[src/rtl/lbs_pkg.sv]
// constants and types of the led behaviour sequencer
package lbs_pkg;

  // ****************************************************************
  // register map
  // ****************************************************************
  localparam logic [7:0] ADDR_LINK      = 8'h72;
  localparam logic [7:0] ADDR_POLARITY  = 8'h73;
  localparam logic [7:0] ADDR_DRIVE     = 8'h74;
  localparam logic [7:0] ADDR_MODE_LOW  = 8'h81;
  localparam logic [7:0] ADDR_MODE_HIGH = 8'h82;
  localparam logic [7:0] ADDR_PULSE_A   = 8'h84;
  localparam logic [7:0] ADDR_PULSE_B   = 8'h85;
  localparam logic [7:0] ADDR_BREATHE   = 8'h86;
  localparam logic [7:0] ADDR_CONFIG    = 8'h88;
  localparam logic [7:0] ADDR_STATUS    = 8'h8f;

  // ****************************************************************
  // reset values and field positions
  // ****************************************************************
  localparam logic [7:0] RST_PULSE_A  = 8'h20;
  localparam logic [6:0] RST_PULSE_B  = 7'h14;
  localparam logic [6:0] RST_BREATHE  = 7'h5d;
  localparam logic [6:0] RST_CONFIG   = 7'h04;
  localparam int         START_REL_BIT = 7;
  localparam int         CNT_A_LSB     = 0;
  localparam int         CNT_B_LSB     = 3;
  localparam int         NUM_CHAN      = 6;

  // ****************************************************************
  // timing: one period lsb is 32 ms, ramped in 1 ms steps
  // ****************************************************************
  localparam int         CLK_MHZ        = 50;
  localparam int         PERIOD_LSB_MS  = 32;
  localparam int         STEP_US        = 1000;
  localparam int         STEP_CYC       = STEP_US * CLK_MHZ;
  localparam logic [6:0] MIN_PERIOD     = 7'h05;

  // ****************************************************************
  // types
  // ****************************************************************
  typedef enum logic [1:0] {
    MODE_DIRECT, MODE_PULSE_A, MODE_PULSE_B, MODE_BREATHE
  } lbs_mode_type;

  typedef enum logic [1:0] {
    PH_IDLE, PH_DIRECT, PH_BREATHE, PH_PULSE
  } lbs_phase_type;

  typedef struct packed {
    logic [7:0] addr;
    logic [7:0] wrData;
    logic       wrStb;
    logic       rdStb;
  } lbs_bus_req_type;

  typedef struct packed {
    lbs_phase_type phase;
    lbs_mode_type  mode;
    logic [2:0]    pulsesDone;
    logic [10:0]   pos;
    logic          down;
    logic [10:0]   pwm;
    logic          prevTrig;
  } lbs_chan_type;

endpackage

[src/rtl/lbs_sequencer.sv]
// led behaviour sequencer: six channels, registers and pin drive
// Operation
// each channel has a 2-bit behaviour field across two mode registers
// linked channel starts and stops on its mode's touch triggers
// unlinked channel treats drive bit one as touch, zero as release
// not actuated pin sits at one when inverted, zero when not
// unlinked breathing channel finishes its breath before any change
// unlinked pulse A starts on drive bit and ignores it until done
// link change makes the channel follow the new source at once
// period write restarts ramps from zero, pulse counts are kept
// direct mode drives active on touch, inactive on release
// pulse A gives programmed pulses, min to max to min each
// pulse B breathes until stop, then pulses and rests at minimum
// breathe ramps up and down, each ramp half the period
// period fields count 32 ms steps, zero and one both 32 ms; here values below 5 both run as 160 ms
// pulse A, pulse B and breathe periods come from own registers
// pulse A period bit 7 picks touch or release start when linked
// periods below 160 ms run at the shortest achievable period
// pwm rate follows mode and period, direct runs fastest
// 3-bit pulse count fields give one to eight pulses
// link bit makes sensor touch and release the channel triggers
// breathing ramps from minimum up first, then back down
// one shared prescaler times all channels
// reset idles channels, clears counts and loads register defaults
//
// Chosen here: the plain strobed port.
`timescale 1ns/1ps

module lbs_sequencer #(
  parameter int STEP_CYC = lbs_pkg::STEP_CYC
) (
  input  wire logic                     sys_clk,
  input  wire logic                     rst,
  input  wire lbs_pkg::lbs_bus_req_type busReq,
  output logic [7:0]                    rdData,
  input  wire logic [5:0]               touchDetect,
  output logic [5:0]                    ledPin
);

  // ****************************************************************
  // state
  // ****************************************************************
  typedef struct packed {
    logic [5:0]                 link;
    logic [5:0]                 polarity;
    logic [5:0]                 drive;
    logic [7:0]                 modeLow;
    logic [3:0]                 modeHigh;
    logic [7:0]                 pulseAPer;
    logic [6:0]                 pulseBPer;
    logic [6:0]                 breathPer;
    logic [6:0]                 ledCfg;
    logic [15:0]                prescale;
    logic                       stepTick;
    lbs_pkg::lbs_chan_type [5:0] chan;
    logic [7:0]                 rdData;
    logic [5:0]                 ledPin;
  } lbs_state_type;

  lbs_state_type st_r;
  lbs_state_type st_nxt;

  // ****************************************************************
  // helpers
  // ****************************************************************
  // ramp length of one half breath in 1 ms steps, short periods clamped
  function automatic logic [10:0] halfLen(input logic [6:0] per);
    logic [6:0] eff;
    eff = (per < lbs_pkg::MIN_PERIOD) ? lbs_pkg::MIN_PERIOD : per;
    halfLen = {eff, 4'h0};
  endfunction

  // period in use for a channel, by its latched behaviour
  function automatic logic [10:0] chanHalf(
    input lbs_pkg::lbs_mode_type m,
    input logic [7:0]            perA,
    input logic [6:0]            perB,
    input logic [6:0]            perBr
  );
    case (m)
      lbs_pkg::MODE_PULSE_A: chanHalf = halfLen(perA[6:0]);
      lbs_pkg::MODE_PULSE_B: chanHalf = halfLen(perB);
      default:               chanHalf = halfLen(perBr);
    endcase
  endfunction

  // behaviour field of one channel
  function automatic lbs_pkg::lbs_mode_type modeOf(
    input logic [7:0] lo,
    input logic [3:0] hi,
    input int         idx
  );
    logic [11:0] all;
    all = {hi, lo};
    modeOf = lbs_pkg::lbs_mode_type'(all[2*idx +: 2]);
  endfunction

  // ****************************************************************
  // next state
  // ****************************************************************
  always_comb begin
    lbs_pkg::lbs_chan_type    c;
    lbs_pkg::lbs_mode_type    sel;
    logic [10:0]              half;
    logic [10:0]              bright;
    logic [2:0]               target;
    logic                     trig;
    logic                     rise;
    logic                     fall;
    logic                     linked;
    logic                     breathing;
    logic                     endBreath;
    logic                     perWrite;
    logic                     on;
    logic                     act;
    logic [5:0]               actuated;
    c         = '0;
    sel       = lbs_pkg::MODE_DIRECT;
    half      = '0;
    bright    = '0;
    target    = '0;
    trig      = 1'b0;
    rise      = 1'b0;
    fall      = 1'b0;
    linked    = 1'b0;
    breathing = 1'b0;
    endBreath = 1'b0;
    perWrite  = 1'b0;
    on        = 1'b0;
    act       = 1'b0;
    actuated  = '0;
    st_nxt    = st_r;

    // shared step prescaler keeps channels in step
    st_nxt.stepTick = 1'b0;
    if (st_r.prescale >= 16'(STEP_CYC - 1)) begin
      st_nxt.prescale = '0;
      st_nxt.stepTick = 1'b1;
    end else begin
      st_nxt.prescale = st_r.prescale + 16'h0001;
    end

    // register writes
    perWrite = busReq.wrStb &&
               (busReq.addr == lbs_pkg::ADDR_PULSE_A ||
                busReq.addr == lbs_pkg::ADDR_PULSE_B ||
                busReq.addr == lbs_pkg::ADDR_BREATHE);
    if (busReq.wrStb) begin
      case (busReq.addr)
        lbs_pkg::ADDR_LINK:      st_nxt.link      = busReq.wrData[5:0];
        lbs_pkg::ADDR_POLARITY:  st_nxt.polarity  = busReq.wrData[5:0];
        lbs_pkg::ADDR_DRIVE:     st_nxt.drive     = busReq.wrData[5:0];
        lbs_pkg::ADDR_MODE_LOW:  st_nxt.modeLow   = busReq.wrData;
        lbs_pkg::ADDR_MODE_HIGH: st_nxt.modeHigh  = busReq.wrData[3:0];
        lbs_pkg::ADDR_PULSE_A:   st_nxt.pulseAPer = busReq.wrData;
        lbs_pkg::ADDR_PULSE_B:   st_nxt.pulseBPer = busReq.wrData[6:0];
        lbs_pkg::ADDR_BREATHE:   st_nxt.breathPer = busReq.wrData[6:0];
        lbs_pkg::ADDR_CONFIG:    st_nxt.ledCfg    = busReq.wrData[6:0];
        default: ;
      endcase
    end

    // per-channel sequencing
    for (int i = 0; i < lbs_pkg::NUM_CHAN; i++) begin
      c      = st_r.chan[i];
      sel    = modeOf(st_r.modeLow, st_r.modeHigh, i);
      linked = st_r.link[i];
      // source follows the link bit at once, so a switch acts now
      trig   = linked ? touchDetect[i] : st_r.drive[i];
      rise   = trig & ~c.prevTrig;
      fall   = ~trig & c.prevTrig;
      c.prevTrig = trig;
      half   = chanHalf(c.mode, st_r.pulseAPer, st_r.pulseBPer,
                        st_r.breathPer);
      breathing = (c.phase == lbs_pkg::PH_BREATHE) ||
                  (c.phase == lbs_pkg::PH_PULSE);

      // pwm frame is half clock cycles long so duty is pos over half
      if (c.phase == lbs_pkg::PH_DIRECT || c.pwm >= half - 11'h001) begin
        c.pwm = '0;
      end else begin
        c.pwm = c.pwm + 11'h001;
      end

      // ramp up first, then down; a breath ends at the bottom
      endBreath = 1'b0;
      if (breathing && st_r.stepTick) begin
        if (c.pos >= half - 11'h001) begin
          c.pos = '0;
          endBreath = c.down;
          c.down = ~c.down;
        end else begin
          c.pos = c.pos + 11'h001;
        end
      end

      // pulse count target, code plus one pulses
      target = (c.mode == lbs_pkg::MODE_PULSE_A) ?
               st_r.ledCfg[lbs_pkg::CNT_A_LSB +: 3] :
               st_r.ledCfg[lbs_pkg::CNT_B_LSB +: 3];

      case (c.phase)
        lbs_pkg::PH_IDLE: begin
          c.pos  = '0;
          c.down = 1'b0;
          c.pulsesDone = '0;
          c.mode = sel;
          case (sel)
            lbs_pkg::MODE_DIRECT: begin
              if (trig) c.phase = lbs_pkg::PH_DIRECT;
            end
            lbs_pkg::MODE_PULSE_A: begin
              if (linked ? (st_r.pulseAPer[lbs_pkg::START_REL_BIT] ?
                            fall : rise) : trig) begin
                c.phase = lbs_pkg::PH_PULSE;
              end
            end
            default: begin
              if (trig) c.phase = lbs_pkg::PH_BREATHE;
            end
          endcase
        end
        lbs_pkg::PH_DIRECT: begin
          if (!trig || sel != lbs_pkg::MODE_DIRECT) begin
            c.phase = lbs_pkg::PH_IDLE;
          end
        end
        lbs_pkg::PH_BREATHE: begin
          // unlinked channels only act on a breath boundary
          if (linked || endBreath) begin
            if (sel != c.mode) begin
              c.phase = lbs_pkg::PH_IDLE;
            end else if (!trig) begin
              if (c.mode == lbs_pkg::MODE_PULSE_B) begin
                c.phase = lbs_pkg::PH_PULSE;
                c.pos   = '0;
                c.down  = 1'b0;
              end else begin
                c.phase = lbs_pkg::PH_IDLE;
              end
            end
          end
        end
        lbs_pkg::PH_PULSE: begin
          // drive bit is not looked at here, no stop trigger
          if (endBreath) begin
            if (c.pulsesDone == target) begin
              c.phase = lbs_pkg::PH_IDLE;
            end else begin
              c.pulsesDone = c.pulsesDone + 3'h1;
            end
          end
          if (linked && sel != c.mode) begin
            c.phase = lbs_pkg::PH_IDLE;
          end else if (!linked && endBreath && sel != c.mode) begin
            c.phase = lbs_pkg::PH_IDLE;
          end
        end
        default: c.phase = lbs_pkg::PH_IDLE;
      endcase

      // new period restarts the ramp at zero drive
      if (perWrite && breathing &&
          (c.phase == lbs_pkg::PH_BREATHE || c.phase == lbs_pkg::PH_PULSE))
      begin
        c.pos  = '0;
        c.down = 1'b0;
        c.pwm  = '0;
      end

      // duty drive: brightness is the ramp position
      bright = c.down ? (half - c.pos) : c.pos;
      act    = (c.phase != lbs_pkg::PH_IDLE);
      case (c.phase)
        lbs_pkg::PH_DIRECT:  on = 1'b1;
        lbs_pkg::PH_BREATHE: on = c.pwm < bright;
        lbs_pkg::PH_PULSE:   on = c.pwm < bright;
        default:             on = 1'b0;
      endcase
      actuated[i] = act;
      // polarity bit zero is inverted: active drives low
      st_nxt.ledPin[i] = st_r.polarity[i] ? on : ~on;
      st_nxt.chan[i]   = c;
    end

    // register reads, data valid the cycle after the strobe
    st_nxt.rdData = '0;
    if (busReq.rdStb) begin
      case (busReq.addr)
        lbs_pkg::ADDR_LINK:      st_nxt.rdData = {2'h0, st_r.link};
        lbs_pkg::ADDR_POLARITY:  st_nxt.rdData = {2'h0, st_r.polarity};
        lbs_pkg::ADDR_DRIVE:     st_nxt.rdData = {2'h0, st_r.drive};
        lbs_pkg::ADDR_MODE_LOW:  st_nxt.rdData = st_r.modeLow;
        lbs_pkg::ADDR_MODE_HIGH: st_nxt.rdData = {4'h0, st_r.modeHigh};
        lbs_pkg::ADDR_PULSE_A:   st_nxt.rdData = st_r.pulseAPer;
        lbs_pkg::ADDR_PULSE_B:   st_nxt.rdData = {1'b0, st_r.pulseBPer};
        lbs_pkg::ADDR_BREATHE:   st_nxt.rdData = {1'b0, st_r.breathPer};
        lbs_pkg::ADDR_CONFIG:    st_nxt.rdData = {1'b0, st_r.ledCfg};
        lbs_pkg::ADDR_STATUS:    st_nxt.rdData = {2'h0, actuated};
        default:                 st_nxt.rdData = '0;
      endcase
    end
  end

  // ****************************************************************
  // registers
  // ****************************************************************
  // synchronous reset loads defaults and idles every channel
  always_ff @(posedge sys_clk) begin
    if (rst) begin
      st_r           <= '0;
      st_r.pulseAPer <= lbs_pkg::RST_PULSE_A;
      st_r.pulseBPer <= lbs_pkg::RST_PULSE_B;
      st_r.breathPer <= lbs_pkg::RST_BREATHE;
      st_r.ledCfg    <= lbs_pkg::RST_CONFIG;
      st_r.ledPin    <= 6'h3f;
    end else begin
      st_r <= st_nxt;
    end
  end

  assign rdData = st_r.rdData;
  assign ledPin = st_r.ledPin;

endmodule

[config.mk]
export PLATFORM = sky130hd
export DESIGN_NAME = lbs_sequencer
export DESIGN_NICKNAME = d
export VERILOG_FILES = /design/src/rtl/lbs_pkg.sv /design/src/rtl/lbs_sequencer.sv
export SDC_FILE = /design/constraint.sdc
export NUM_CORES = 1
export LEC_CHECK = 0
export BUFFER_PORTS_ARGS = -buffer_cell sky130_fd_sc_hd__buf_2
export CELL_PAD_IN_SITES_DETAIL_PLACEMENT = 1
export CELL_PAD_IN_SITES_GLOBAL_PLACEMENT = 1
export CORE_MARGIN = 4
export CORE_UTILIZATION = 44
export CTS_CLUSTER_DIAMETER = 80
export DETAILED_ROUTE_END_ITERATION = 10
export PLACE_DENSITY = 0.74
export RECOVER_POWER = 25
export SKIP_CTS_REPAIR_TIMING = 1
export SYNTH_ARGS = -nofsm -noshare
export SYNTH_HDL_FRONTEND = slang
export SYNTH_SLANG_ARGS = --single-unit
[constraint.sdc]
create_clock -name sys_clk -period 8.7 [get_ports sys_clk]
set_input_delay 0.435 -clock sys_clk [delete_from_list [all_inputs] [get_ports sys_clk]]
set_output_delay 0.435 -clock sys_clk [all_outputs]
set_load 0.03 [all_outputs]
# Yosys cells after proc, flatten, opt, wreduce, memory -nomap -nowiden
# Cells that the tools add are included.
[word_totals]
inputBits = 26
word_cells = 594
latchBits = 0
output_inout_bits = 14
romBits = 0
regBits = 276
memories = 0
ram_bits = 0
[op_classes]
n_eq_ne = 88
addsub = 31
multipliers = 0
reduce_logical = 134
magnitude_cmp = 22
n_shift = 0
n_bitwise = 37
muxes = 227
div_mod_pow = 0
[ops]
columns = ["operator", "n"]
rows = [
  ["$mux 12", 30],
  ["$mux 11", 18],
  ["$mux 2", 72],
  ["$pmux 12 s2", 6],
  ["$mux 23", 6],
  ["$add 11x1->11 const B", 12],
  ["$ge 11x11->1", 12],
  ["$pmux 11 s2", 6],
  ["$pmux 8 s10", 1],
  ["$lt 11x11->1", 6],
  ["$sub 11x1->11 const B", 6],
  ["$sub 11x11->11", 6],
  ["$eq 2x2->1 const B", 30],
  ["$eq 8x8->1 const B", 7],
  ["$mux 3", 18],
  ["$eq 2x1->1 const B", 24],
  ["$pmux 2 s4", 6],
  ["$mux 1", 43],
  ["$logic_and 1x1->1", 37],
  ["$pmux 3 s2", 6],
  ["$reduce_bool 2->1", 18],
  ["$logic_or 1x1->1", 32],
  ["$not 1->1", 25],
  ["$eq 8x7->1 const B", 3],
  ["other kinds (17)", 109],
]

# Logic depth before layout (Yosys ltp)
# Gate-level depths: netlist of the first run.
[logic_depth]
word_depth = 22
mapped_depth = 44
depth_no_buf = 43

# Least setup slack after synthesis of the first run
# No wires, ideal clock.
[synth_path]
kind = "register -> register"
startpoint = "reg st_r[242] in the netlist's numbering"
endpoint = "reg ledPin[3] (netlist name)"
stages_incl_launch_ff = 42
t_arrival_ns = 7.765
n_path_buf = 2
required_ns = 8.583
path_slack_ns = 0.818
setup_ns = 0.117
synth_period_minus_slack_ns = 7.882
cell_sequence = "dfxtp_1 > buf_2 > or4_4 > a21boi_1 > a221oi_1 > a21oi_1 > inv_1 > ha_1 > xnor2_1 > ha_1 > or3_1 > o21ai_0 > a21oi_1 > and2_1 > o221a_2 > o31a_1 > maj3_1 > ha_1 > [... 6 more ...] > nand2b_1 > ha_1 > inv_1 > nor3b_1 > a211oi_1 > nand2b_1 > nand3b_1 > a31oi_1 > xnor2_1 > a21oi_1 > ha_1 > nand4_1 > nor3_1 > o211ai_1 > and4b_1 > mux2i_1 > xnor2_1 > nand2b_1"
[synth_between]
elab_chain_cells = 22
word_cells_on_any_way = 39
cone_classes = "add/sub (2); order compare (4); eq/ne (3); mux (22); bitwise (1); reduce/logical (7)"
[synth_lines]
columns = ["element", "line", "rtl"]
rows = [
  ["start, declared", "lbs_sequencer.sv:60", "lbs_state_type st_r;"],
  ["start signal, assigned", "lbs_sequencer.sv:318", "st_r <= st_nxt;"],
  ["$lt 7x3->1", "lbs_sequencer.sv:69", "eff = (per < lbs_pkg::MIN_PERIOD) ? lbs_pkg::MIN_PERIOD : per;"],
  ["$mux 7 *", "lbs_sequencer.sv:69", ""],
  ["$pmux 11 s2 *", "lbs_sequencer.sv:80", "case (m)"],
  ["$sub 11x1->11", "lbs_sequencer.sv:179, lbs_sequencer.sv:188", ""],
  ["$ge 11x11->1", "lbs_sequencer.sv:188", "if (c.pos >= half - 11'h001) begin"],
  ["$mux 1", "lbs_sequencer.sv:188", ""],
  ["$mux 1", "lbs_sequencer.sv:187", "if (breathing && st_r.stepTick) begin"],
  ["$logic_and 1x1->1 (2 in series)", "lbs_sequencer.sv:255", "end else if (!linked && endBreath && sel != c.mode) begin"],
  ["[... 5 more ...]", "n/a", ""],
  ["$logic_and 1x1->1", "lbs_sequencer.sv:263", "if (perWrite && breathing &&"],
  ["$mux 23", "lbs_sequencer.sv:263", ""],
  ["$sub 11x11->11", "lbs_sequencer.sv:272", "bright = c.down ? (half - c.pos) : c.pos;"],
  ["$mux 11", "lbs_sequencer.sv:272", ""],
  ["$lt 11x11->1", "lbs_sequencer.sv:276, lbs_sequencer.sv:277", ""],
  ["$pmux 1 s2 *", "lbs_sequencer.sv:274", "case (c.phase)"],
  ["$not 1->1", "lbs_sequencer.sv:282", "st_nxt.ledPin[i] = st_r.polarity[i] ? on : ~on;"],
  ["$mux 1 *", "lbs_sequencer.sv:282", ""],
]
# Every way passes the cells marked *; elsewhere a longest branch is shown, timed or not.
# A chain may end at the register's enable or synchronous reset.

# Worst setup path in the final report of the first run
[layout_path]
startpoint = "reg st_r[237] in the netlist's numbering"
endpoint = "reg ledPin[3] (netlist name)"
[layout_between]
elab_chain_cells = 22
word_cells_on_any_way = 39
cone_classes = "add/sub (2); order compare (4); eq/ne (3); mux (22); bitwise (1); reduce/logical (7)"
[layout_lines]
columns = ["element", "line"]
rows = [
  ["$lt 7x3->1", "lbs_sequencer.sv:69"],
  ["$mux 7 *", "lbs_sequencer.sv:69"],
  ["$pmux 11 s2 *", "lbs_sequencer.sv:80"],
  ["$sub 11x1->11", "lbs_sequencer.sv:179, lbs_sequencer.sv:188"],
  ["$ge 11x11->1", "lbs_sequencer.sv:188"],
  ["$mux 1", "lbs_sequencer.sv:188"],
  ["$mux 1", "lbs_sequencer.sv:187"],
  ["$logic_and 1x1->1 (2 in series)", "lbs_sequencer.sv:255"],
  ["[... 5 more ...]", "n/a"],
  ["$logic_and 1x1->1", "lbs_sequencer.sv:263"],
  ["$mux 23", "lbs_sequencer.sv:263"],
  ["$sub 11x11->11", "lbs_sequencer.sv:272"],
  ["$mux 11", "lbs_sequencer.sv:272"],
  ["$lt 11x11->1", "lbs_sequencer.sv:276, lbs_sequencer.sv:277"],
  ["$pmux 1 s2 *", "lbs_sequencer.sv:274"],
  ["$not 1->1", "lbs_sequencer.sv:282"],
  ["$mux 1 *", "lbs_sequencer.sv:282"],
]
# Marks and branches as above.

==> results of run 1 <==
[cell usage after synthesis, drive strengths merged (16+ instances only)]
library cell	count	area share
dfxtp	276	0.24
or2	19	0.0052
a31oi	38	0.010
o21a	37	0.013
a22oi	35	0.012
clkbuf	150	0.025
a221oi	16	0.0062
buf	36	0.0092
nor2	329	0.054
nor2b	67	0.018
and3	37	0.010
nor3	111	0.024
ha	207	0.11
a21oi	190	0.042
nand3b	22	0.0073
nand2	250	0.041
nand4	46	0.013
inv	102	0.017
o21ai	130	0.029
xnor2	145	0.056
a21o	49	0.016
o211ai	26	0.0086
nand3	122	0.027
xor2	91	0.035
nand2b	60	0.017
a211oi	20	0.0066
and2	36	0.0099
mux2i	66	0.029
[worst register-to-register path, delay by kind of cell (launching register included)]
| family | cells | cell delay, ps |
|---|---|---|
| AND/OR/NAND/NOR | 12 | 2410 |
| XOR/XNOR | 3 | 400 |
| multiplexers | 1 | 180 |
| buffers and inverters | 2 | 310 |
| AO/OA/AOI/OAI | 15 | 2900 |
| flip-flops | 1 | 350 |
| adder cells (fa/ha/maj) | 6 | 1690 |
[power groups by stage]
stage	combinational, W	sequential, W	clock [W]
finish	0.000422	0.00131	0.00165
global route	0.000470	0.00131	0.00174
CTS	0.000405	0.00131	0.00169
detailed placement	0.000402	0.00134	0
global placement	0.000387	0.00134	0
floorplan	0.000292	0.00133	0
[worst max-delay path by stage]
| stage | startpoint | endpoint | slack, ps | depth (start not counted) |
|---|---|---|---|---|
| finish | st_r[237] | ledPin[3] | 370 | 39 |
| floorplan | st_r[242] | ledPin[3] | 820 | 41 |
| CTS | st_r[237] | ledPin[3] | -200 | 38 |
| detailed placement | st_r[237] | ledPin[3] | -50 | 36 |
| global placement | st_r[234] | ledPin[2] | 330 | 37 |
| global route | st_r[244] | ledPin[3] | -90 | 41 |
[flip-flops by register name, indices dropped and copies added (netlist names)]
signal,count
rdData,8
ledPin,6
st_r,262
[final cells by class]
class,count,area [um^2],share of cell area
inverter,103,387,0.0154
clock inverter,17,185,0.00737
clock buffer,54,1130,0.0451
tap,672,841,0.0335
multi-input combinational,2410,16200,0.645
timing repair buffer,125,837,0.0333
sequential,276,5530,0.220
[routing by layer]
| layer | routed length (um) | vias to the layer above |
|---|---|---|
| met5 | 13 | - |
| met4 | 2950 | 2 |
| met3 | 2950 | 168 |
| met2 | 38000 | 457 |
| met1 | 33900 | 10900 |
| li1 | - | 10600 |
[kinds of logic (layout without fill, tap and decap cells)]
kind of cell    count (synthesis)  in the layout
xor+xnor                      236            236
flops                         276            276
compound gates                699            699
buf+inv                       289            299
simple gates                 1183           1183
fa+ha+maj                     219            219
mux                            73             73
[per-stage QoR]
stage	setup TNS [ps]	util
floorplan	0	-
global placement	0	0.465
detailed placement	-51.6	0.465
CTS	-199	0.491
global route	-131	0.497
finish	0	0.497
==> results.py, run 1 <==
metrics = {
    "clock_network": {
        "cts_tree": "yes",
        "cts_sinks": 276,
        "clk_latency_ps": 580,
        "cts_max_level": 2,
        "clockRootBuffer": "clkbuf_16",
        "clk_pin_slew_ps": 60,
        "numCtsBuffers": 39,
        "clock_path_buffers": 3,
    },
    "setup_path": {
        "rrSetupSlack_ps": 370,
        "critical_path.max_fanout": 12,
        "worstReg2RegEnd": "ledPin[3]",
        "crit_arrival_ps": 8800,
        "critPathMostFrequentCell": "ha_1",
        "path_class": "reg -> reg",
        "cp.required_ps": 9170,
        "cp_slowest_cell": "or4_4",
        "slowest_delay_ps": 570,
        "crit_buf_inv": 2,
        "crit_path_start_kind": "flop",
        "path_delay_family": "compound AO/OA/AOI/OAI gates",
        "reg2reg_from": "st_r[237]",
        "end_kind": "flop",
        "reg2reg_depth": 39,
    },
    "synth": {
        "ys_seq_elements": 276,
        "synth_top_family_by_area": "simple AND/OR/NAND/NOR gates",
        "seq_area_frac_synth": 0.244,
        "yosys.area_share.simple": 0.257,
        "synth_cell_types": 89,
        "syn_inst": 2975,
        "synth_warnings": 0,
        "async_flop_share": 0,
        "synth_compound_area_frac": 0.205,
        "synth-edff-count": 0,
        "synth-main-ff-cell": "dfxtp_1",
        "netlist_area_mm2": 0.0227,
        "avgSynthCellArea_um2": 7.63,
        "yosys.area_share.adder": 0.120,
        "muxShareOfSynthArea": 0.0326,
        "synth_nets": 3208,
        "synth_xor_area_frac": 0.0911,
    },
    "timing": {
        "min_period_ps": 8330,
        "worst_pin_slew_ps": 4280,
        "timing.final.ws_setup_ps": 373,
        "worst_hold_slack_ps": 187,
        "hold_viol_final": 0,
        "skew_ps": 37.0,
        "relSlewSlack": -1.86,
        "setup_violations": 0,
        "fmax_mhz": 120,
        "post-route-period-util": 0.957,
        "slew_viol_final": 92,
    },
    "final_layout": {
        "stdcell_count": 3657,
        "mostFrequentLayoutCells": "328 x nor2_1, 276 x dfxtp_1, 250 x nand2_1",
        "final_common_cell": "nor2_1",
        "syn2layout_area_growth_pct": 10.7,
        "nets": 3188,
        "num_antenna_cells": 0,
        "fillCellCount": 6288,
        "drive_above_1_share": 0.0898,
        "final_area_mm2": 0.0251,
    },
    "placement": {
        "gp_congestion": 0.943,
        "io_buffers": 39,
        "postPlaceCellArea_mm2": 0.0235,
        "place_inst": 3570,
        "dpl.hpwl_um": 58000,
        "post-place-ws_ps": -51.6,
    },
    "global_route": {
        "grt_pass1_vias": 22800,
        "grt_max_degree": 92,
        "grt.busiest_layer": "met2",
        "grt-ovfl-total": 0,
        "grt_pass1_wl_um": 123000,
        "grtUsageMet3": 0.0314,
        "grtUsageTotal": 0.267,
        "gr-usage-met2": 0.479,
        "antenna_found_initial": 2,
        "grt_use_met1": 0.330,
    },
    "power": {
        "internal_power_w": 0.00246,
        "p_total_w": 0.00339,
        "p_seq_frac": 0.387,
        "ir_drop_mv": 0.138,
        "p_per_area_mw_per_mm2": 135,
        "p_clk_frac": 0.488,
        "p_sw_w": 0.000926,
        "p_comb_frac": 0.125,
        "p_leak_nw": 9.81,
        "swShare": 0.273,
    },
    "run_status": {
        "status": "complete, but fails checks",
        "violations": "max-capacitance violations, max-slew violations",
    },
    "floorplan": {
        "rows": 82,
        "start_util": 0.449,
        "die_w_um": 235,
        "num_io_pins": 40,
        "die_y_um": 235,
        "coreArea_mm2": 0.0506,
        "die_area_mm2": 0.0553,
    },
    "flow_run": {
        "maxCapViolCount": 1,
    },
    "detailed_routing": {
        "drtIter0Drc": 1315,
        "vias": 22100,
        "antenna_left": 0,
        "drc_errors": 0,
        "routed_wl_um": 77800,
        "dr.pass1.iters": 5,
        "avgViaCountPerCell": 6.05,
        "wl_per_cell_um": 21.3,
    },
    "worst_hold_path": {
        "worstHoldEndpoint": "st_r[245]",
        "hp-class": "in -> reg",
        "min-delay-start": "busReq[9]",
        "hold_depth": 3,
    },
}
No activity file was read; power rests on OpenSTA's default activity.
==> run 2: changes to the inputs <==
--- a/config.mk
+++ b/config.mk
@@ -5,14 +5,15 @@
 export SDC_FILE = /design/constraint.sdc
 export NUM_CORES = 1
 export LEC_CHECK = 0
+export ABC_AREA = 1
 export BUFFER_PORTS_ARGS = -buffer_cell sky130_fd_sc_hd__buf_2
 export CELL_PAD_IN_SITES_DETAIL_PLACEMENT = 1
 export CELL_PAD_IN_SITES_GLOBAL_PLACEMENT = 1
 export CORE_MARGIN = 4
-export CORE_UTILIZATION = 44
+export CORE_UTILIZATION = 35
 export CTS_CLUSTER_DIAMETER = 80
 export DETAILED_ROUTE_END_ITERATION = 10
-export PLACE_DENSITY = 0.74
+export PLACE_DENSITY = 0.64
 export RECOVER_POWER = 25
 export SKIP_CTS_REPAIR_TIMING = 1
 export SYNTH_ARGS = -nofsm -noshare
==> constraint.sdc (replaced) <==
create_clock -name sys_clk -period 8.8 [get_ports sys_clk]
set_input_delay 0.44 -clock sys_clk [delete_from_list [all_inputs] [get_ports sys_clk]]
set_output_delay 0.44 -clock sys_clk [all_outputs]
set_load 0.03 [all_outputs]
==> run 2 against run 1 <==
  * The flow still finishes with violations (max-capacitance violations, max-slew violations)
  * Total power up 16%
  * Register-to-register slack better by 230 ps
  * Critical path depth is 10 higher
  * Final cell count up 23%
  * Die area rose by 25%
  * Combinational power increased by 110%
  * Clock skew decreased by 4.3 ps
  * Clock-buffer cell count rose by 7
  * First-iteration DRC count is 3.3% higher
  * Non-clock buffer count fell by 72
  * Worst setup slack improved by 230 ps
  * Via count grew 7.9%
  * Critical endpoint is now ledPin[0]
  * Largest cell class unchanged
  * Largest power group unchanged
  * Highest routed layer is now met4
==> results.py, run 2 <==
metrics = {
    "run_status": {
        "status": "complete, but fails checks",
        "violations": "max-capacitance violations, max-slew violations",
    },
    "synth": {
        "synth-edff-count": 0,
        "netlist_area_mm2": 0.0228,
        "synthTopCellsByArea": "dfxtp_1 24%, nand2_1 14%, ha_1 11%",
        "syn_inst": 3585,
        "seq_area_frac_synth": 0.242,
        "synth_common_cells": "858 x nand2_1, 453 x inv_1, 365 x nor2_1",
        "synth_warnings": 0,
        "yosysMostFrequentCell": "nand2_1",
        "yosysTopAreaCell": "dfxtp_1",
        "async_flop_share": 0,
        "synth_nets": 3818,
        "ys_seq_elements": 276,
        "avgSynthCellArea_um2": 6.36,
        "synth-main-ff-cell": "dfxtp_1",
        "synth_cell_types": 69,
        "synth_top_area_frac": 0.242,
    },
    "final_layout": {
        "nets": 3828,
        "final_common_cell": "nand2_1",
        "multi_input_area_mm2": 0.0150,
        "seq_area_mm2": 0.00553,
        "drive_above_1_share": 0.0731,
        "syn2layout_area_growth_pct": 10.3,
        "mostFrequentLayoutCells": "858 x nand2_1, 453 x inv_1, 365 x nor2_1",
        "largest_reg_flops": 262,
        "post-route-util": 0.390,
        "top_register": "st_r",
        "num_antenna_cells": 0,
        "fillCellCount": 8499,
    },
    "timing": {
        "worst_pin_slew_ps": 3210,
        "relSlewSlack": -1.14,
        "skew_ps": 32.7,
        "setup_tns_ps": 0,
        "rsz0062_at_grt": "no",
        "hold_viol_final": 0,
        "fmax_mhz": 122,
        "min_period_ps": 8200,
        "setup_violations": 0,
        "post-route-period-util": 0.932,
        "slew_viol_final": 179,
    },
    "global_route": {
        "grt_max_degree": 79,
        "grt_pass1_wl_um": 134000,
        "antenna_found_initial": 0,
        "grt_pass1_vias": 24400,
        "grt-ovfl-total": 0,
        "grtUsageTotal": 0.238,
    },
    "floorplan": {
        "die_area_mm2": 0.0693,
        "num_io_pins": 40,
        "start_util": 0.354,
        "die_w_um": 263,
        "die_y_um": 263,
        "rows": 93,
        "coreArea_mm2": 0.0645,
    },
    "setup_path": {
        "reg2reg_depth": 49,
        "end_kind": "flop",
        "crit_path_start_kind": "flop",
        "critPathMostFrequentCell": "nand2_1",
        "rrSetupSlack_ps": 600,
        "cp_slowest_cell": "ha_1",
        "crit_arrival_ps": 8580,
        "worstReg2RegEnd": "ledPin[0]",
        "path_class": "reg -> reg",
        "slowest_delay_ps": 440,
        "reg2reg_from": "st_r[236]",
        "critical_path.max_fanout": 13,
        "cp.required_ps": 9180,
    },
    "power": {
        "p_leak_nw": 11.5,
        "ir_drop_mv": 0.109,
        "p_per_area_mw_per_mm2": 156,
    },
    "detailed_routing": {
        "drc_errors": 0,
        "routed_wl_um": 85000,
        "avgViaCountPerCell": 5.33,
        "dr.pass1.iters": 5,
        "wl_per_cell_um": 19.0,
        "antenna_left": 0,
        "vias": 23900,
        "drtIter0Drc": 1358,
    },
    "worst_hold_path": {
        "min-delay-start": "busReq[9]",
        "hold_depth": 3,
        "worstHoldEndpoint": "st_r[245]",
        "hp-class": "in -> reg",
    },
    "clock_network": {
        "clock_path_buffers": 3,
        "clockRootBuffer": "clkbuf_16",
        "cts_tree": "yes",
        "clk_pin_slew_ps": 60,
        "cts_max_level": 2,
        "numCtsBuffers": 40,
        "cts_sinks": 276,
        "clk_latency_ps": 580,
    },
    "placement": {
        "io_buffers": 39,
        "gp_congestion": 0.950,
        "dpl.hpwl_um": 67500,
    },
    "flow_run": {
        "maxCapViolCount": 4,
    },
}
[run 2: cell count changes after synthesis, moves of 67 or more]
cell,delta
nand3_1,+170
xnor2_1,-118
nand2_1,+608
clkbuf_1,-96
o21ai_0,+67
nor2b_1,-67
inv_1,+351
[run 2: logic make-up after synthesis]
group / after synthesis / share of synthesized area
buffers and inverters: 579 / 0.100
muxes: 6 / 0.00269
DFF: 276 / 0.242
and+or+nand+nor: 1843 / 0.359
xor gates and xnor gates: 110 / 0.0422
AOI/OAI and AO/OA: 564 / 0.140
adders and majority gates: 207 / 0.114
[run 2: worst max path at each step]
stage | slack [ps] | depth (start not counted) | to | startpoint
6_report | 600 | 49 | ledPin[0] | st_r[236]
5_1_grt | 6 | 55 | ledPin[4] | st_r[236]
4_1_cts | 310 | 48 | ledPin[0] | st_r[227]
3_5_place_dp | 370 | 46 | ledPin[0] | st_r[41]
3_3_place_gp | 640 | 46 | ledPin[0] | st_r[41]
2_1_floorplan | 2350 | 56 | ledPin[2] | st_r[103]
[run 2: critical path, delay by kind of cell, from the launching register on]
family | cells | cell delay (ps)
AOI/OAI and AO/OA | 8 | 1860
DFF | 1 | 330
adders and majority gates | 5 | 1570
buffers and inverters | 3 | 360
and+or+nand+nor | 32 | 3540
xor gates and xnor gates | 1 | 340
[run 2: stage by stage]
| step | area [um^2] | hold WS, ps | setup WS [ps] | instances | total power (W) |
|---|---|---|---|---|---|
| floorplan | 22800 | 418 | 2350 | 3585 | 0.00196 |
| global placement | 23800 | 431 | 638 | 4408 | 0.00218 |
| detailed placement | 23800 | 446 | 367 | 4408 | 0.00221 |
| CTS | 25200 | 214 | 314 | 4481 | 0.00397 |
| global route | 25200 | 250 | 6.06 | 4481 | 0.00415 |
| finish | 25200 | 255 | 601 | 4481 | 0.00392 |
[run 2: area by class of cell]
| cell class | count | share of cell area |
|---|---|---|
| flip-flops and latches | 276 | 0.220 |
| repair buffers | 53 | 0.0107 |
| clock inverters | 12 | 0.00716 |
| inverters | 494 | 0.0740 |
| multi-input cells | 2730 | 0.597 |
| well taps | 855 | 0.0425 |
| clock buffers | 61 | 0.0490 |
[run 2: report_power, final]
group          total [W]  switching [W]  internal, W  leakage [nW]
Sequential       0.00130      0.0000271      0.00128          2.23
Combinational   0.000885       0.000607     0.000277          8.59
Clock            0.00173       0.000651      0.00108         0.690
[run 2: per-layer routing]
| metal | track usage | wire (um) |
|---|---|---|
| met2 | 0.386 | 38100 |
| met3 | 0.0479 | 4830 |
| met1 | 0.323 | 40000 |
| met5 | 0 | 0 |
| met4 | 0.0604 | 2020 |
